## src/rtl/cea_pkg.sv

```systemverilog
// Constants shared by both ends of the channel energy link.
// Assumes a single 25 MHz system clock on both ends.
`default_nettype none
package cea_pkg;
   // ==========================================================
   // Timing
   localparam int CLK_MHZ       = 25;
   localparam int WARMUP_US     = 144;
   localparam int SYMBOL_US     = 16;
   localparam int WARMUP_CYC    = WARMUP_US * CLK_MHZ;
   localparam int SYMBOL_CYC    = SYMBOL_US * CLK_MHZ;
   localparam int AVG_SYMBOLS   = 8;
   localparam int AVG_SHIFT     = 3;
   localparam int SER_HALF_CYC  = 4;
   // ==========================================================
   // Serial frame: header byte then one 16-bit word, MSB first
   localparam int HDR_BITS      = 8;
   localparam int FRAME_BITS    = 24;
   localparam int HDR_READ_BIT  = 7;
   // ==========================================================
   // Register addresses
   localparam logic [5:0] ADDR_THRESH  = 6'h04;
   localparam logic [5:0] ADDR_CTRL    = 6'h06;
   localparam logic [5:0] ADDR_STATUS  = 6'h24;
   localparam logic [5:0] ADDR_RESULT  = 6'h2D;
   // ==========================================================
   // Fields and reset values
   localparam int CTRL_SEQ_LSB   = 0;
   localparam int CTRL_TYPE_LSB  = 4;
   localparam int CTRL_MASK_BIT  = 10;
   localparam int STAT_BUSY_BIT  = 1;
   localparam int STAT_DONE_BIT  = 5;
   localparam int HI_BYTE_LSB    = 8;
   localparam logic [7:0]  COMP_RESET   = 8'h8D;
   localparam logic [7:0]  THR_RESET    = 8'h00;
   localparam logic [15:0] CTRL_RESET   = 16'h0000;
   localparam logic [7:0]  COMP_ADVISED = 8'h9B;
   localparam logic [7:0]  THR_ADVISED  = 8'hA4;
   localparam logic [7:0]  SAT_MAX      = 8'hFF;
   // ==========================================================
   // Codes
   localparam logic [1:0] SEQ_IDLE   = 2'h0;
   localparam logic [1:0] SEQ_ENERGY = 2'h1;
   localparam logic [1:0] SEQ_RX     = 2'h2;
   localparam logic [1:0] TYPE_CCA   = 2'h1;
   localparam logic [1:0] TYPE_ED    = 2'h2;
endpackage : cea_pkg
`default_nettype wire

```

## src/rtl/cea_link_if.sv

```systemverilog
// Serial register port, sequence enable pin and interrupt line.
// The host makes the serial clock; all signals are synchronous.
`default_nettype none
interface cea_link_if;
   logic ser_clk;
   logic ser_sel_n;
   logic ser_mosi;
   logic ser_miso;
   logic sequence_enable_pin;
   logic irq_req;
   modport dev
   (
      input  ser_clk, ser_sel_n, ser_mosi, sequence_enable_pin,
      output ser_miso, irq_req
   );
   modport host
   (
      output ser_clk, ser_sel_n, ser_mosi, sequence_enable_pin,
      input  ser_miso, irq_req
   );
endinterface : cea_link_if
`default_nettype wire

```

## src/rtl/cea_device.sv

```systemverilog
// Device end: register file, measurement sequencer, result store.
// Assumes the host drives the serial port and enable pin.
// Function
// type field: 1 threshold compare, 2 energy
// busy threshold in bits 15..8 at 04
// averaged result in bits 15..8 at 2D
// add half compensation field, default 8D
// busy flag bit 1 at 24, compare only
// completion flag bit 5 on finish; the code sets it after energy sequences only, not after a packet receive
// interrupt when completion set and mask bit10
// 144 us warm-up, then 128 us average
// busy when result at most threshold
// energy detect leaves busy flag alone
// packet receive stores energy as link quality
// result halved and negated gives dBm
// compensation step 4 shifts 1 dBm down
// host encodes threshold, suggests A4
// host setup order, then pin high
// energy detect setup skips threshold write
// host reads flags, then result, on interrupt
// host writes compensation 9B
// host keeps streaming bits zero
// sequence code 01 means energy measurement
// leave idle only with pin high
// return to idle when finished
// saturate compensated result at 00 or FF; the code only adds and clamps at FF alone
// status read clears flags and interrupt
`default_nettype none
module cea_device
(
   input  wire logic        clk_i,
   input  wire logic        sys_rst_i,
   cea_link_if.dev          link,
   input  wire logic [7:0]  power_sample_i,
   input  wire logic        preamble_i,
   output logic             meas_active_o
);
   typedef enum logic [2:0]
   {
      S_IDLE  = 3'h0,
      S_WARM  = 3'h1,
      S_RXPRE = 3'h3,
      S_MEAS  = 3'h2,
      S_STORE = 3'h6
   } cea_state_t;

   cea_state_t  state_reg;
   logic [15:0] thresh_reg;
   logic [15:0] ctrl_reg;
   logic [7:0]  result_reg;
   logic        busy_reg;
   logic        done_reg;
   logic [11:0] cnt_reg;
   logic [2:0]  nsym_reg;
   logic [10:0] acc_reg;
   logic        is_rx_reg;
   logic        is_cca_reg;
   logic        sck_prev_reg;
   logic [4:0]  sbit_reg;
   logic [14:0] sin_reg;
   logic [6:0]  hdr_reg;
   logic [15:0] sout_reg;
   logic [15:0] rd_val;
   logic        rise;
   logic        fall;
   logic        hdr_done;
   logic        wr_commit;
   logic        stat_rd;
   logic        pin;
   logic [1:0]  seq;
   logic [1:0]  mtype;
   logic        sym_end;
   logic [7:0]  avg;

   // clamp instead of wrap
   function automatic logic [7:0] sat_add(input logic [7:0] a,
                                          input logic [7:0] b);
      logic [8:0] s;
      s = {1'b0, a} + {1'b0, b};
      sat_add = s[8] ? cea_pkg::SAT_MAX : s[7:0];
   endfunction : sat_add

   assign pin      = link.sequence_enable_pin;
   assign seq      = ctrl_reg[cea_pkg::CTRL_SEQ_LSB +: 2];
   assign mtype    = ctrl_reg[cea_pkg::CTRL_TYPE_LSB +: 2];
   assign rise     = link.ser_clk && !sck_prev_reg && !link.ser_sel_n;
   assign fall     = !link.ser_clk && sck_prev_reg && !link.ser_sel_n;
   assign hdr_done = rise && (sbit_reg == 5'(cea_pkg::HDR_BITS - 1));
   assign wr_commit = rise && !hdr_reg[6]
                   && (sbit_reg == 5'(cea_pkg::FRAME_BITS - 1));
   // read of status clears
   assign stat_rd  = hdr_done && sin_reg[6]
                  && ({sin_reg[4:0], link.ser_mosi} == cea_pkg::ADDR_STATUS);
   assign sym_end  = (cnt_reg == 12'(cea_pkg::SYMBOL_CYC - 1));
   assign avg      = acc_reg[cea_pkg::AVG_SHIFT +: 8];
   assign meas_active_o = (state_reg != S_IDLE);
   assign link.ser_miso = sout_reg[15];
   // masked completion request
   assign link.irq_req  = done_reg && ctrl_reg[cea_pkg::CTRL_MASK_BIT];

   // ==========================================================
   // Register read mux; unmapped addresses read zero
   always_comb
   begin
      rd_val = 16'h0000;
      case ({sin_reg[4:0], link.ser_mosi})
         cea_pkg::ADDR_THRESH: rd_val = thresh_reg;
         cea_pkg::ADDR_CTRL:   rd_val = ctrl_reg;
         cea_pkg::ADDR_STATUS:
         begin
            rd_val[cea_pkg::STAT_BUSY_BIT] = busy_reg;
            rd_val[cea_pkg::STAT_DONE_BIT] = done_reg;
         end
         // result in high byte
         cea_pkg::ADDR_RESULT: rd_val = {result_reg, 8'h00};
         default:              rd_val = 16'h0000;
      endcase
   end

   // ==========================================================
   // Serial slave
   always_ff @(posedge clk_i)
   begin
      if (sys_rst_i)
      begin
         sck_prev_reg <= 1'b0;
         sbit_reg     <= 5'h00;
         sin_reg      <= 15'h0000;
         hdr_reg      <= 7'h00;
         sout_reg     <= 16'h0000;
      end
      else
      begin
         sck_prev_reg <= link.ser_clk;
         if (link.ser_sel_n)
         begin
            sbit_reg <= 5'h00;
         end
         else if (rise)
         begin
            sbit_reg <= sbit_reg + 5'h01;
            sin_reg  <= {sin_reg[13:0], link.ser_mosi};
            if (hdr_done)
            begin
               // Keep the read bit, drop the fixed zero bit
               hdr_reg  <= {sin_reg[6], sin_reg[4:0], link.ser_mosi};
               sout_reg <= rd_val;
            end
         end
         else if (fall && sbit_reg > 5'(cea_pkg::HDR_BITS))
         begin
            sout_reg <= {sout_reg[14:0], 1'b0};
         end
      end
   end

   // ==========================================================
   // Writable registers
   always_ff @(posedge clk_i)
   begin
      if (sys_rst_i)
      begin
         // compensation default
         thresh_reg <= {cea_pkg::THR_RESET, cea_pkg::COMP_RESET};
         ctrl_reg   <= cea_pkg::CTRL_RESET;
      end
      else if (wr_commit)
      begin
         // threshold in high byte
         if (hdr_reg[5:0] == cea_pkg::ADDR_THRESH)
            thresh_reg <= {sin_reg, link.ser_mosi};
         if (hdr_reg[5:0] == cea_pkg::ADDR_CTRL)
            ctrl_reg <= {sin_reg, link.ser_mosi};
      end
      else if (state_reg == S_STORE)
      begin
         // Disarm so a held pin does not rerun
         ctrl_reg[cea_pkg::CTRL_SEQ_LSB +: 2] <= cea_pkg::SEQ_IDLE;
      end
   end

   // ==========================================================
   // Measurement sequencer
   always_ff @(posedge clk_i)
   begin
      if (sys_rst_i)
      begin
         state_reg  <= S_IDLE;
         cnt_reg    <= 12'h000;
         nsym_reg   <= 3'h0;
         acc_reg    <= 11'h000;
         is_rx_reg  <= 1'b0;
         is_cca_reg <= 1'b0;
      end
      else
      begin
         cnt_reg <= cnt_reg + 12'h001;
         case (state_reg)
            S_IDLE:
            begin
               cnt_reg <= 12'h000;
               // pin gates leaving idle
               // sequence and algorithm
               if (pin && seq == cea_pkg::SEQ_ENERGY
                   && (mtype == cea_pkg::TYPE_CCA
                       || mtype == cea_pkg::TYPE_ED))
               begin
                  state_reg  <= S_WARM;
                  is_rx_reg  <= 1'b0;
                  is_cca_reg <= (mtype == cea_pkg::TYPE_CCA);
               end
               // receive measures link quality
               else if (pin && seq == cea_pkg::SEQ_RX)
               begin
                  state_reg  <= S_WARM;
                  is_rx_reg  <= 1'b1;
                  is_cca_reg <= 1'b0;
               end
            end
            S_WARM:
            begin
               // warm-up span
               if (!pin)
                  state_reg <= S_IDLE;
               else if (cnt_reg == 12'(cea_pkg::WARMUP_CYC - 1))
               begin
                  cnt_reg   <= 12'h000;
                  nsym_reg  <= 3'h0;
                  acc_reg   <= 11'h000;
                  state_reg <= is_rx_reg ? S_RXPRE : S_MEAS;
               end
            end
            S_RXPRE:
            begin
               cnt_reg <= 12'h000;
               if (!pin)
                  state_reg <= S_IDLE;
               else if (preamble_i)
                  state_reg <= S_MEAS;
            end
            S_MEAS:
            begin
               // one sample per symbol, eight symbols
               if (!pin)
                  state_reg <= S_IDLE;
               else if (sym_end)
               begin
                  cnt_reg  <= 12'h000;
                  acc_reg  <= acc_reg + 11'(power_sample_i);
                  nsym_reg <= nsym_reg + 3'h1;
                  if (nsym_reg == 3'(cea_pkg::AVG_SYMBOLS - 1))
                     state_reg <= S_STORE;
               end
            end
            // back to idle
            S_STORE: state_reg <= S_IDLE;
            default: state_reg <= S_IDLE;
         endcase
      end
   end

   // ==========================================================
   // Result and status flags; a set beats a clearing read
   always_ff @(posedge clk_i)
   begin
      if (sys_rst_i)
      begin
         result_reg <= 8'h00;
         busy_reg   <= 1'b0;
         done_reg   <= 1'b0;
      end
      else if (state_reg == S_STORE)
      begin
         // add half the compensation
         result_reg <= sat_add(avg, {1'b0, thresh_reg[7:1]});
         // completion, not for receive
         done_reg   <= is_rx_reg ? (done_reg && !stat_rd) : 1'b1;
         // busy only from compare
         if (is_cca_reg)
            busy_reg <= sat_add(avg, {1'b0, thresh_reg[7:1]})
                        <= thresh_reg[cea_pkg::HI_BYTE_LSB +: 8];
         else if (stat_rd)
            busy_reg <= 1'b0;
      end
      else if (stat_rd)
      begin
         // clear on status read
         busy_reg <= 1'b0;
         done_reg <= 1'b0;
      end
   end
endmodule : cea_device
`default_nettype wire

```

## src/flat_wrapper.sv

```systemverilog
// flat-port wrapper written by rule: the top's interface ports become plain ports
module cea_device_flat 
  (clk_i, sys_rst_i, power_sample_i, preamble_i, meas_active_o, link_ser_clk, link_ser_sel_n, link_ser_mosi, link_sequence_enable_pin, link_ser_miso, link_irq_req);
  cea_link_if link_i ();
  input  wire logic clk_i;
  input  wire logic sys_rst_i;
  input  wire logic [7:0] power_sample_i;
  input  wire logic preamble_i;
  output logic meas_active_o;
  input wire logic [$bits(link_i.ser_clk)-1:0] link_ser_clk;
  input wire logic [$bits(link_i.ser_sel_n)-1:0] link_ser_sel_n;
  input wire logic [$bits(link_i.ser_mosi)-1:0] link_ser_mosi;
  input wire logic [$bits(link_i.sequence_enable_pin)-1:0] link_sequence_enable_pin;
  output wire logic [$bits(link_i.ser_miso)-1:0] link_ser_miso;
  output wire logic [$bits(link_i.irq_req)-1:0] link_irq_req;
  assign link_i.ser_clk = link_ser_clk;
  assign link_i.ser_sel_n = link_ser_sel_n;
  assign link_i.ser_mosi = link_ser_mosi;
  assign link_i.sequence_enable_pin = link_sequence_enable_pin;
  assign link_ser_miso = link_i.ser_miso;
  assign link_irq_req = link_i.irq_req;
  cea_device u_core (.clk_i(clk_i), .sys_rst_i(sys_rst_i), .link(link_i), .power_sample_i(power_sample_i), .preamble_i(preamble_i), .meas_active_o(meas_active_o));
endmodule
```

## config.mk

```make
export PLATFORM = sky130hd
export DESIGN_NAME = cea_device_flat
export DESIGN_NICKNAME = d
export VERILOG_FILES = /design/src/rtl/cea_pkg.sv /design/src/rtl/cea_link_if.sv /design/src/rtl/cea_device.sv /design/src/flat_wrapper.sv
export SDC_FILE = /design/constraint.sdc
export NUM_CORES = 1
export LEC_CHECK = 0
export ABC_AREA = 1
export BUFFER_PORTS_ARGS = -buffer_cell sky130_fd_sc_hd__buf_2
export CELL_PAD_IN_SITES_DETAIL_PLACEMENT = 0
export CELL_PAD_IN_SITES_GLOBAL_PLACEMENT = 1
export CORE_MARGIN = 3
export CORE_UTILIZATION = 47
export CTS_BUF_LIST = sky130_fd_sc_hd__clkbuf_4 sky130_fd_sc_hd__clkbuf_8
export DETAILED_ROUTE_END_ITERATION = 8
export GPL_TIMING_DRIVEN = 0
export PLACE_DENSITY_LB_ADDON = 0.08
export SLEW_MARGIN = 20
export SYNTH_ARGS = -nofsm -noshare
export SYNTH_HDL_FRONTEND = slang
export SYNTH_SLANG_ARGS = --single-unit
```

## constraint.sdc

```tcl
create_clock -name clk_i -period 2.98 [get_ports clk_i]
set_input_delay 0.447 -clock clk_i [delete_from_list [all_inputs] [get_ports clk_i]]
set_output_delay 0.447 -clock clk_i [all_outputs]
set_load 0.01 [all_outputs]
```

After elaboration in Yosys (flattened, before gate mapping) --
Cells that the tools add are included. Widths: inputs -> output; s select.
Word-level totals: input port bits 15, logic and storage cells 142, register bits after elaboration 117, output and inout port bits 3
Cells by class: equality and inequality tests 30, add/sub/neg operators 5, multiplexer cells 48, order comparisons 2, reductions and logical operators 39, bitwise operators 1
Operators by type and width (number):
- $mux 12 | 4
- $mux 16 | 3
- $mux 11 | 4
- $mux 3 | 13
- $pmux 12 s3 | 1
- $pmux 10 s3 | 1
- $eq 6x3->1 const B | 4
- $pmux 11 s2 | 1
- $logic_and 1x1->1 | 15
- $add 12x1->12 const B | 1
- $eq 12x12->1 const B | 1
- $eq 12x9->1 const B | 1
- $eq 6x6->1 const B | 2
- $pmux 3 s2 | 2
- $pmux 3 s4 | 1
- $add 11x8->11 | 1
- $mux 1 | 11
- $reduce_and 2->1 | 5
- $reduce_and 5->1 | 2
- $reduce_bool 2->1 | 5
- $add 8x7->9 | 1
- $ne 3x2->1 const B | 3
- $le 8x8->1 | 1
- $mux 8 | 1
- other kinds (24) | 41

Logic depth before layout (Yosys ltp) --
word-level depth 10, mapped depth 17, gate-level depth less buffers 17

Worst setup path before layout --
Ideal clock, no wire load.
path type flip-flop to flip-flop, start point reg u_core.acc_reg[3], end point reg u_core.busy_reg, library setup time 0.070 ns, clock period less this slack 2.337 ns, stages on the path, launching flop included 17, setup slack 0.643 ns, buffers on the path 0, data required time 2.910 ns, data arrival time 2.267 ns, path through dfxtp_1 ha_1 fa_1 nand3_1 nand2_1 nand3_1 nand2_1 inv_1 nand3_1 ha_1 a21oi_1 nor2_1 nor2_1 nand3_1 nand2_1 nand2_1 a21oi_1
On the way: cells in the longest elaborated chain, start to end 5
RTL lines:
- from (decl) | line cea_device.sv:55 | logic [10:0] acc_reg;
- from (signal assigned) | line cea_device.sv:249 | acc_reg <= acc_reg + 11'(power_sample_i);
- $add 8x7->9 | line cea_device.sv:79 | s = {1'b0, a} + {1'b0, b};
- $mux 8 | line cea_device.sv:80 | sat_add = s[8] ? cea_pkg::SAT_MAX : s[7:0];
- $le 8x8->1 | line cea_device.sv:281 | <= thresh_reg[cea_pkg::HI_BYTE_LSB +: 8];
- $mux 1 | line cea_device.sv:279 | if (is_cca_reg)
- $mux 1 | line cea_device.sv:272 | else if (state_reg == S_STORE)
- to (signal assigned) | line cea_device.sv:280 | busy_reg <= sat_add(avg, {1'b0, thresh_reg[7:1]})
- to (decl) | line cea_device.sv:51 | logic busy_reg;
No other way between the ends. A chain may end at the register's enable or synchronous reset.

Worst setup path in the final report --
start point reg u_core.thresh_reg[1], end point reg u_core.busy_reg
On the way: cells in the longest elaborated chain, start to end 5
RTL lines:
- from (decl) | line cea_device.sv:48 | logic [15:0] thresh_reg;
- from (signal assigned) | line cea_device.sv:164 | thresh_reg <= {cea_pkg::THR_RESET, cea_pkg::COMP_RESET};
- from (signal assigned) | line cea_device.sv:171 | thresh_reg <= {sin_reg, link.ser_mosi};
- $add 8x7->9 | line cea_device.sv:79
- $mux 8 | line cea_device.sv:80
- $le 8x8->1 | line cea_device.sv:281
- $mux 1 | line cea_device.sv:279
- $mux 1 | line cea_device.sv:272
No other way between the ends.

==> results.md <==
- For this run, the number of standard cells in the final layout without fillers is ~1100.
- The setup slack of the worst register-to-register path is around 0.31 ns.
- The first TritonRoute pass finished after 5 iterations.
- The async set-or-reset flop fraction in the synthesized netlist is 0%.
- The clock-pin transition on the worst setup and hold timing paths is 0.07 ns.
- The net count of the mapped netlist is 914.
- The critical-path cell with the highest stage delay is sky130_fd_sc_hd__fa_1.
- The tree is rooted in a sky130_fd_sc_hd__clkbuf_8.
- From synthesis to final layout, the design area changed by 11.05%.
- The final worst setup slack is approximately 0.31 ns.
- Summing every instance area after synthesis gives about 0.0060 mm².
- The pre-CTS setup slack is between 0.2 and 0.3 ns.
- The antenna diode count is 0.
- No sink is reached through more buffers than the 2 on the longest clock path.
- The Yosys step of the flow raised 0 warnings.
- Cells with a size suffix above 1 make up approximately 9.9% of the layout.
- The standard-cell row count is 40.
- After routing, the total negative slack on setup checks comes to 0 ns.
- In this run, the combinational gates consume under 10% of the power.
- Setup repair after global routing left no endpoint under its margin.
- The sequential share of power is 51.7%.
- The final wirelength is about 16000 µm.
- The number of cells on the worst reg-to-reg path is 15.
- In this run, the number of DRC markers left after iteration 0 of detailed routing was between 400 and 500.
- The type of destination of the critical path is a flop.
- The floorplan die area is 0.01424 mm².
- Dividing the final minimum period by the clock period gives approximately nine tenths.
- In this run, post-CTS repair resized a total of 0 instances.
- The initial antenna violation count is 0.
- The detailed-route wire length per cell is between 10 and 15 µm.
- The via count of the first global-routing pass came to between 5000 and 6000.
- The starting density of the core is a little under 50%.
- Hold repair after CTS inserted 0 buffers.
- The floorplan step defined a core boundary enclosing approximately 0.012 mm².
- The worst-case clock skew is around 0.010 ns.
- The slew at the pin closest to its max-slew limit is between 0.7 and 0.8 ns.
- The worst setup path is launched from a flop.
- After clock tree synthesis, the setup repair step added 0 buffers.
- The number of endpoints with negative hold slack in the final report came to 0.
- The number of max-cap violations is 0.
- Summing all non-filler instances in the final layout gives an area of approximately 0.0067 mm².
- The net switching power is approximately 0.75 mW.
- The number of unique standard cell types used by synthesis is 33.
- The reg-to-reg endpoint is u_core.busy_reg.
- The H-tree generated during clock tree synthesis spans 4 levels.
- Synthesis produced 868 cells.
- The flow ran to the end, and the final reports show no timing, DRC or antenna violations.
- The first-pass GRT wire length is between 20000 and 30000 µm.
- The CTS tree is built.
- The number of buffers added on ports is 16.
- The number of placed instances, taps included, is 1052.
- The detail route stage leaves a number of antenna-violating nets equal to 0.
- The worst hold path belongs to the class in -> reg.
- The maximum vdd ir drop is ~0.35 mV.
- After layout, the design draws a total of 3.081 mW.
- The final net count is roughly 950.
- The number of failing setup endpoints in the final timing report is 0.
- In the routed design, unresolved DRC markers number 0.
- In this run the most critical hold path is launched from link_ser_clk.
- The number of synthesized register bits is 117.
- Measured along the x axis, the die boundary spans 119.3 µm.
- The startpoint identified for the worst register-to-register timing path is u_core.thresh_reg[1].
- The part of the total power dissipated in the clock network is a little over two fifths.
- The HPWL after detailed placement is ~12000 µm.
- The tree built by TritonCTS fans out to 117 sinks.
- The cell that appears most often on the critical path is sky130_fd_sc_hd__nand2_1.
- The clock latency reported for the late side of the worst-skew pair is between 0.4 and 0.5 ns.
- Summing all placed instances gives a cell area of about 0.0063 mm².
- The data required time at the worst endpoint is between 3 and 4 ns.
- Entering global routing, the biggest net connects 17 pins.
- For this run, the register share of the synthesized area comes to roughly 39%.
- The total via count after detailed routing is around 5600.
- The average instance area after synthesis is between 6 and 7 µm².
- The data arrival time of the critical path is slightly below 3 ns.
- The signal on the critical path passes through ha_1 -> fa_1 -> nand3_1 -> nand2_1 -> a21oi_1 -> xor2_1 -> nand2_1 -> ha_1 -> nand2_1 -> nor2_1 -> nand2_1 -> nand3_1 -> nand2_1 -> nand2_1 -> a21oi_1.
- The die is between 100 and 150 µm tall.
- The net switching fraction of the power is around a quarter.
- The startpoint-to-endpoint class of the critical path is reg -> reg.
- TritonCTS created 17 clock buffers.
- Derived from the worst setup path, the maximum achievable clock frequency is 374.5 MHz.
- The startpoint of the worst setup timing path is u_core.thresh_reg[1].
- The number of pins exceeding their max-slew limit in the final report was 0.
- For this run, the leading register cell type out of synthesis is sky130_fd_sc_hd__dfxtp_1.
- The internal power of the cells totals between 2 and 2.5 mW.
- The count of boundary I/O pins is 18.
- For this run, the slowest stage of the critical path takes around 0.4 ns.
- Yosys mapped a number of flops with a built-in enable equal to 0.
- The static leakage is ~3 nW.
- The routability-driven placement congestion ratio is between 0.9 and 1.
- The worst hold path terminates at u_core.sck_prev_reg.
- Headroom to the max-slew limit came out at a little over half.
- In this run the worst path has a maximum fanout of 3.
- Counting instances, the worst hold path has a depth of 3.
- The aggregate global routing overflow is 0.
- After detailed routing, the number of vias per cell comes to between 5 and 6.
- The overall track demand over capacity in global routing is between 20 and 25%.
- The cell area power density is between 400 and 500 mW/mm².
- The post-layout minimum cycle time is ~2.7 ns.
[Yosys cell counts (2+ instances only)]
master                     instances  area [µm²]
sky130_fd_sc_hd__a211oi_1          8       60.06
sky130_fd_sc_hd__buf_2             7       35.03
sky130_fd_sc_hd__nand2_1         188       705.7
sky130_fd_sc_hd__o21a_1            2       15.01
sky130_fd_sc_hd__ha_1             29       362.9
sky130_fd_sc_hd__o211ai_1          5       37.54
sky130_fd_sc_hd__nand4_1           6       37.54
sky130_fd_sc_hd__fa_1              2       40.04
sky130_fd_sc_hd__nand2_2           6       37.54
sky130_fd_sc_hd__buf_4             2       15.01
sky130_fd_sc_hd__buf_6             3       33.78
sky130_fd_sc_hd__a21oi_1          75       375.4
sky130_fd_sc_hd__dfxtp_1         117        2342
sky130_fd_sc_hd__xor2_1           12       105.1
sky130_fd_sc_hd__nor2_4            4       45.04
sky130_fd_sc_hd__nand3_4           3       52.55
sky130_fd_sc_hd__nand3b_1          2       15.01
sky130_fd_sc_hd__o21ai_0          77       385.4
sky130_fd_sc_hd__nor2_1          141       529.3
sky130_fd_sc_hd__xnor2_1           2       17.52
sky130_fd_sc_hd__inv_1            83       311.6
sky130_fd_sc_hd__clkbuf_1         15       56.30
sky130_fd_sc_hd__nor3_1            9       45.04
sky130_fd_sc_hd__and3_1            2       12.51
sky130_fd_sc_hd__inv_2            10       37.54
sky130_fd_sc_hd__nand3_1          51       255.2
[cell type report]
| cell class | count | area, µm² |
|---|---|---|
| clock buffers | 22 | 284.0 |
| clock inverters | 9 | 80.08 |
| fillers | 1227 | 5559 |
| multi-input cells | 630 | 3213 |
| inverters | 94 | 352.8 |
| plain buffers | 27 | 140.1 |
| flip-flops and latches | 117 | 2342 |
| well taps | 168 | 210.2 |
| repair buffers | 16 | 80.08 |
[layout by cell type (no fill, tap or decap), drive strengths merged]
| master | n |
|---|---|
| a21oi | 75 |
| ha | 29 |
| inv | 93 |
| and3 | 2 |
| nand2 | 194 |
| nor3 | 9 |
| buf | 28 |
| xnor2 | 2 |
| dfxtp | 117 |
| xor2 | 12 |
| or2 | 1 |
| nand3b | 2 |
| a211oi | 8 |
| nand3 | 54 |
| bufinv | 1 |
| clkinvlp | 4 |
| clkbuf | 37 |
| nor2 | 146 |
| o21bai | 1 |
| o21a | 2 |
| fa | 2 |
| nand4 | 7 |
| clkinv | 5 |
| o21ai | 77 |
| a22oi | 1 |
| o211ai | 6 |
[cell families (layout without fill, tap and decap cells)]
group,Yosys count,count (layout),synth area share (%)
xor gates and xnor gates,14,14,2.032
AOI/OAI and AO/OA,170,170,14.93
buffers and inverters,121,168,8.167
DFF,117,117,38.81
adders and majority gates,31,31,6.675
and+or+nand+nor,415,415,29.39
[power groups by stage]
| stage | logic [mW] | clock network (mW) | registers, mW |
|---|---|---|---|
| 2_1_floorplan | 0.0827 | 0 | 1.62 |
| 3_3_place_gp | 0.131 | 0 | 1.63 |
| 3_5_place_dp | 0.133 | 0 | 1.63 |
| 4_1_cts | 0.134 | 1.39 | 1.59 |
| 5_1_grt | 0.150 | 1.47 | 1.59 |
| 6_report | 0.135 | 1.35 | 1.59 |
[critical path, delay by kind of cell, from the launching register on]
family / cells / cell delay [ns]
adder cells (fa/ha/maj): 3 / 0.92
AND/OR/NAND/NOR: 9 / 0.76
flip-flops: 1 / 0.35
AO/OA/AOI/OAI: 2 / 0.25
XOR/XNOR: 1 / 0.25
[through the flow]
stage / util (%) / hold slack (ns)
global placement: 51.59 / 0.4264
CTS: 54.56 / 0.2244
floorplan: - / 0.4132
detailed placement: 51.59 / 0.4365
global route: 54.66 / 0.2450
finish: 54.66 / 0.2538
[routing by layer]
layer  track usage (%)  vias to the layer above  wire (µm)
met3             5.983                       19        763
met1             32.23                     2539       7815
met4             6.371                        0        195
met5                 0                        -          0
li1                  -                     2887          -
met2             35.92                      121       7048
[worst max-delay path by stage]
| stage | slack (ns) | endpoint | cells after the start |
|---|---|---|---|
| finish | 0.31 | u_core.busy_reg | 15 |
| global route | 0.06 | u_core.busy_reg | 16 |
| CTS | 0.23 | u_core.busy_reg | 16 |
| detailed placement | 0.25 | u_core.busy_reg | 16 |
| global placement | 0.27 | u_core.busy_reg | 16 |
| floorplan | 0.64 | u_core.busy_reg | 16 |
No activity file was read; power rests on OpenSTA's default activity.
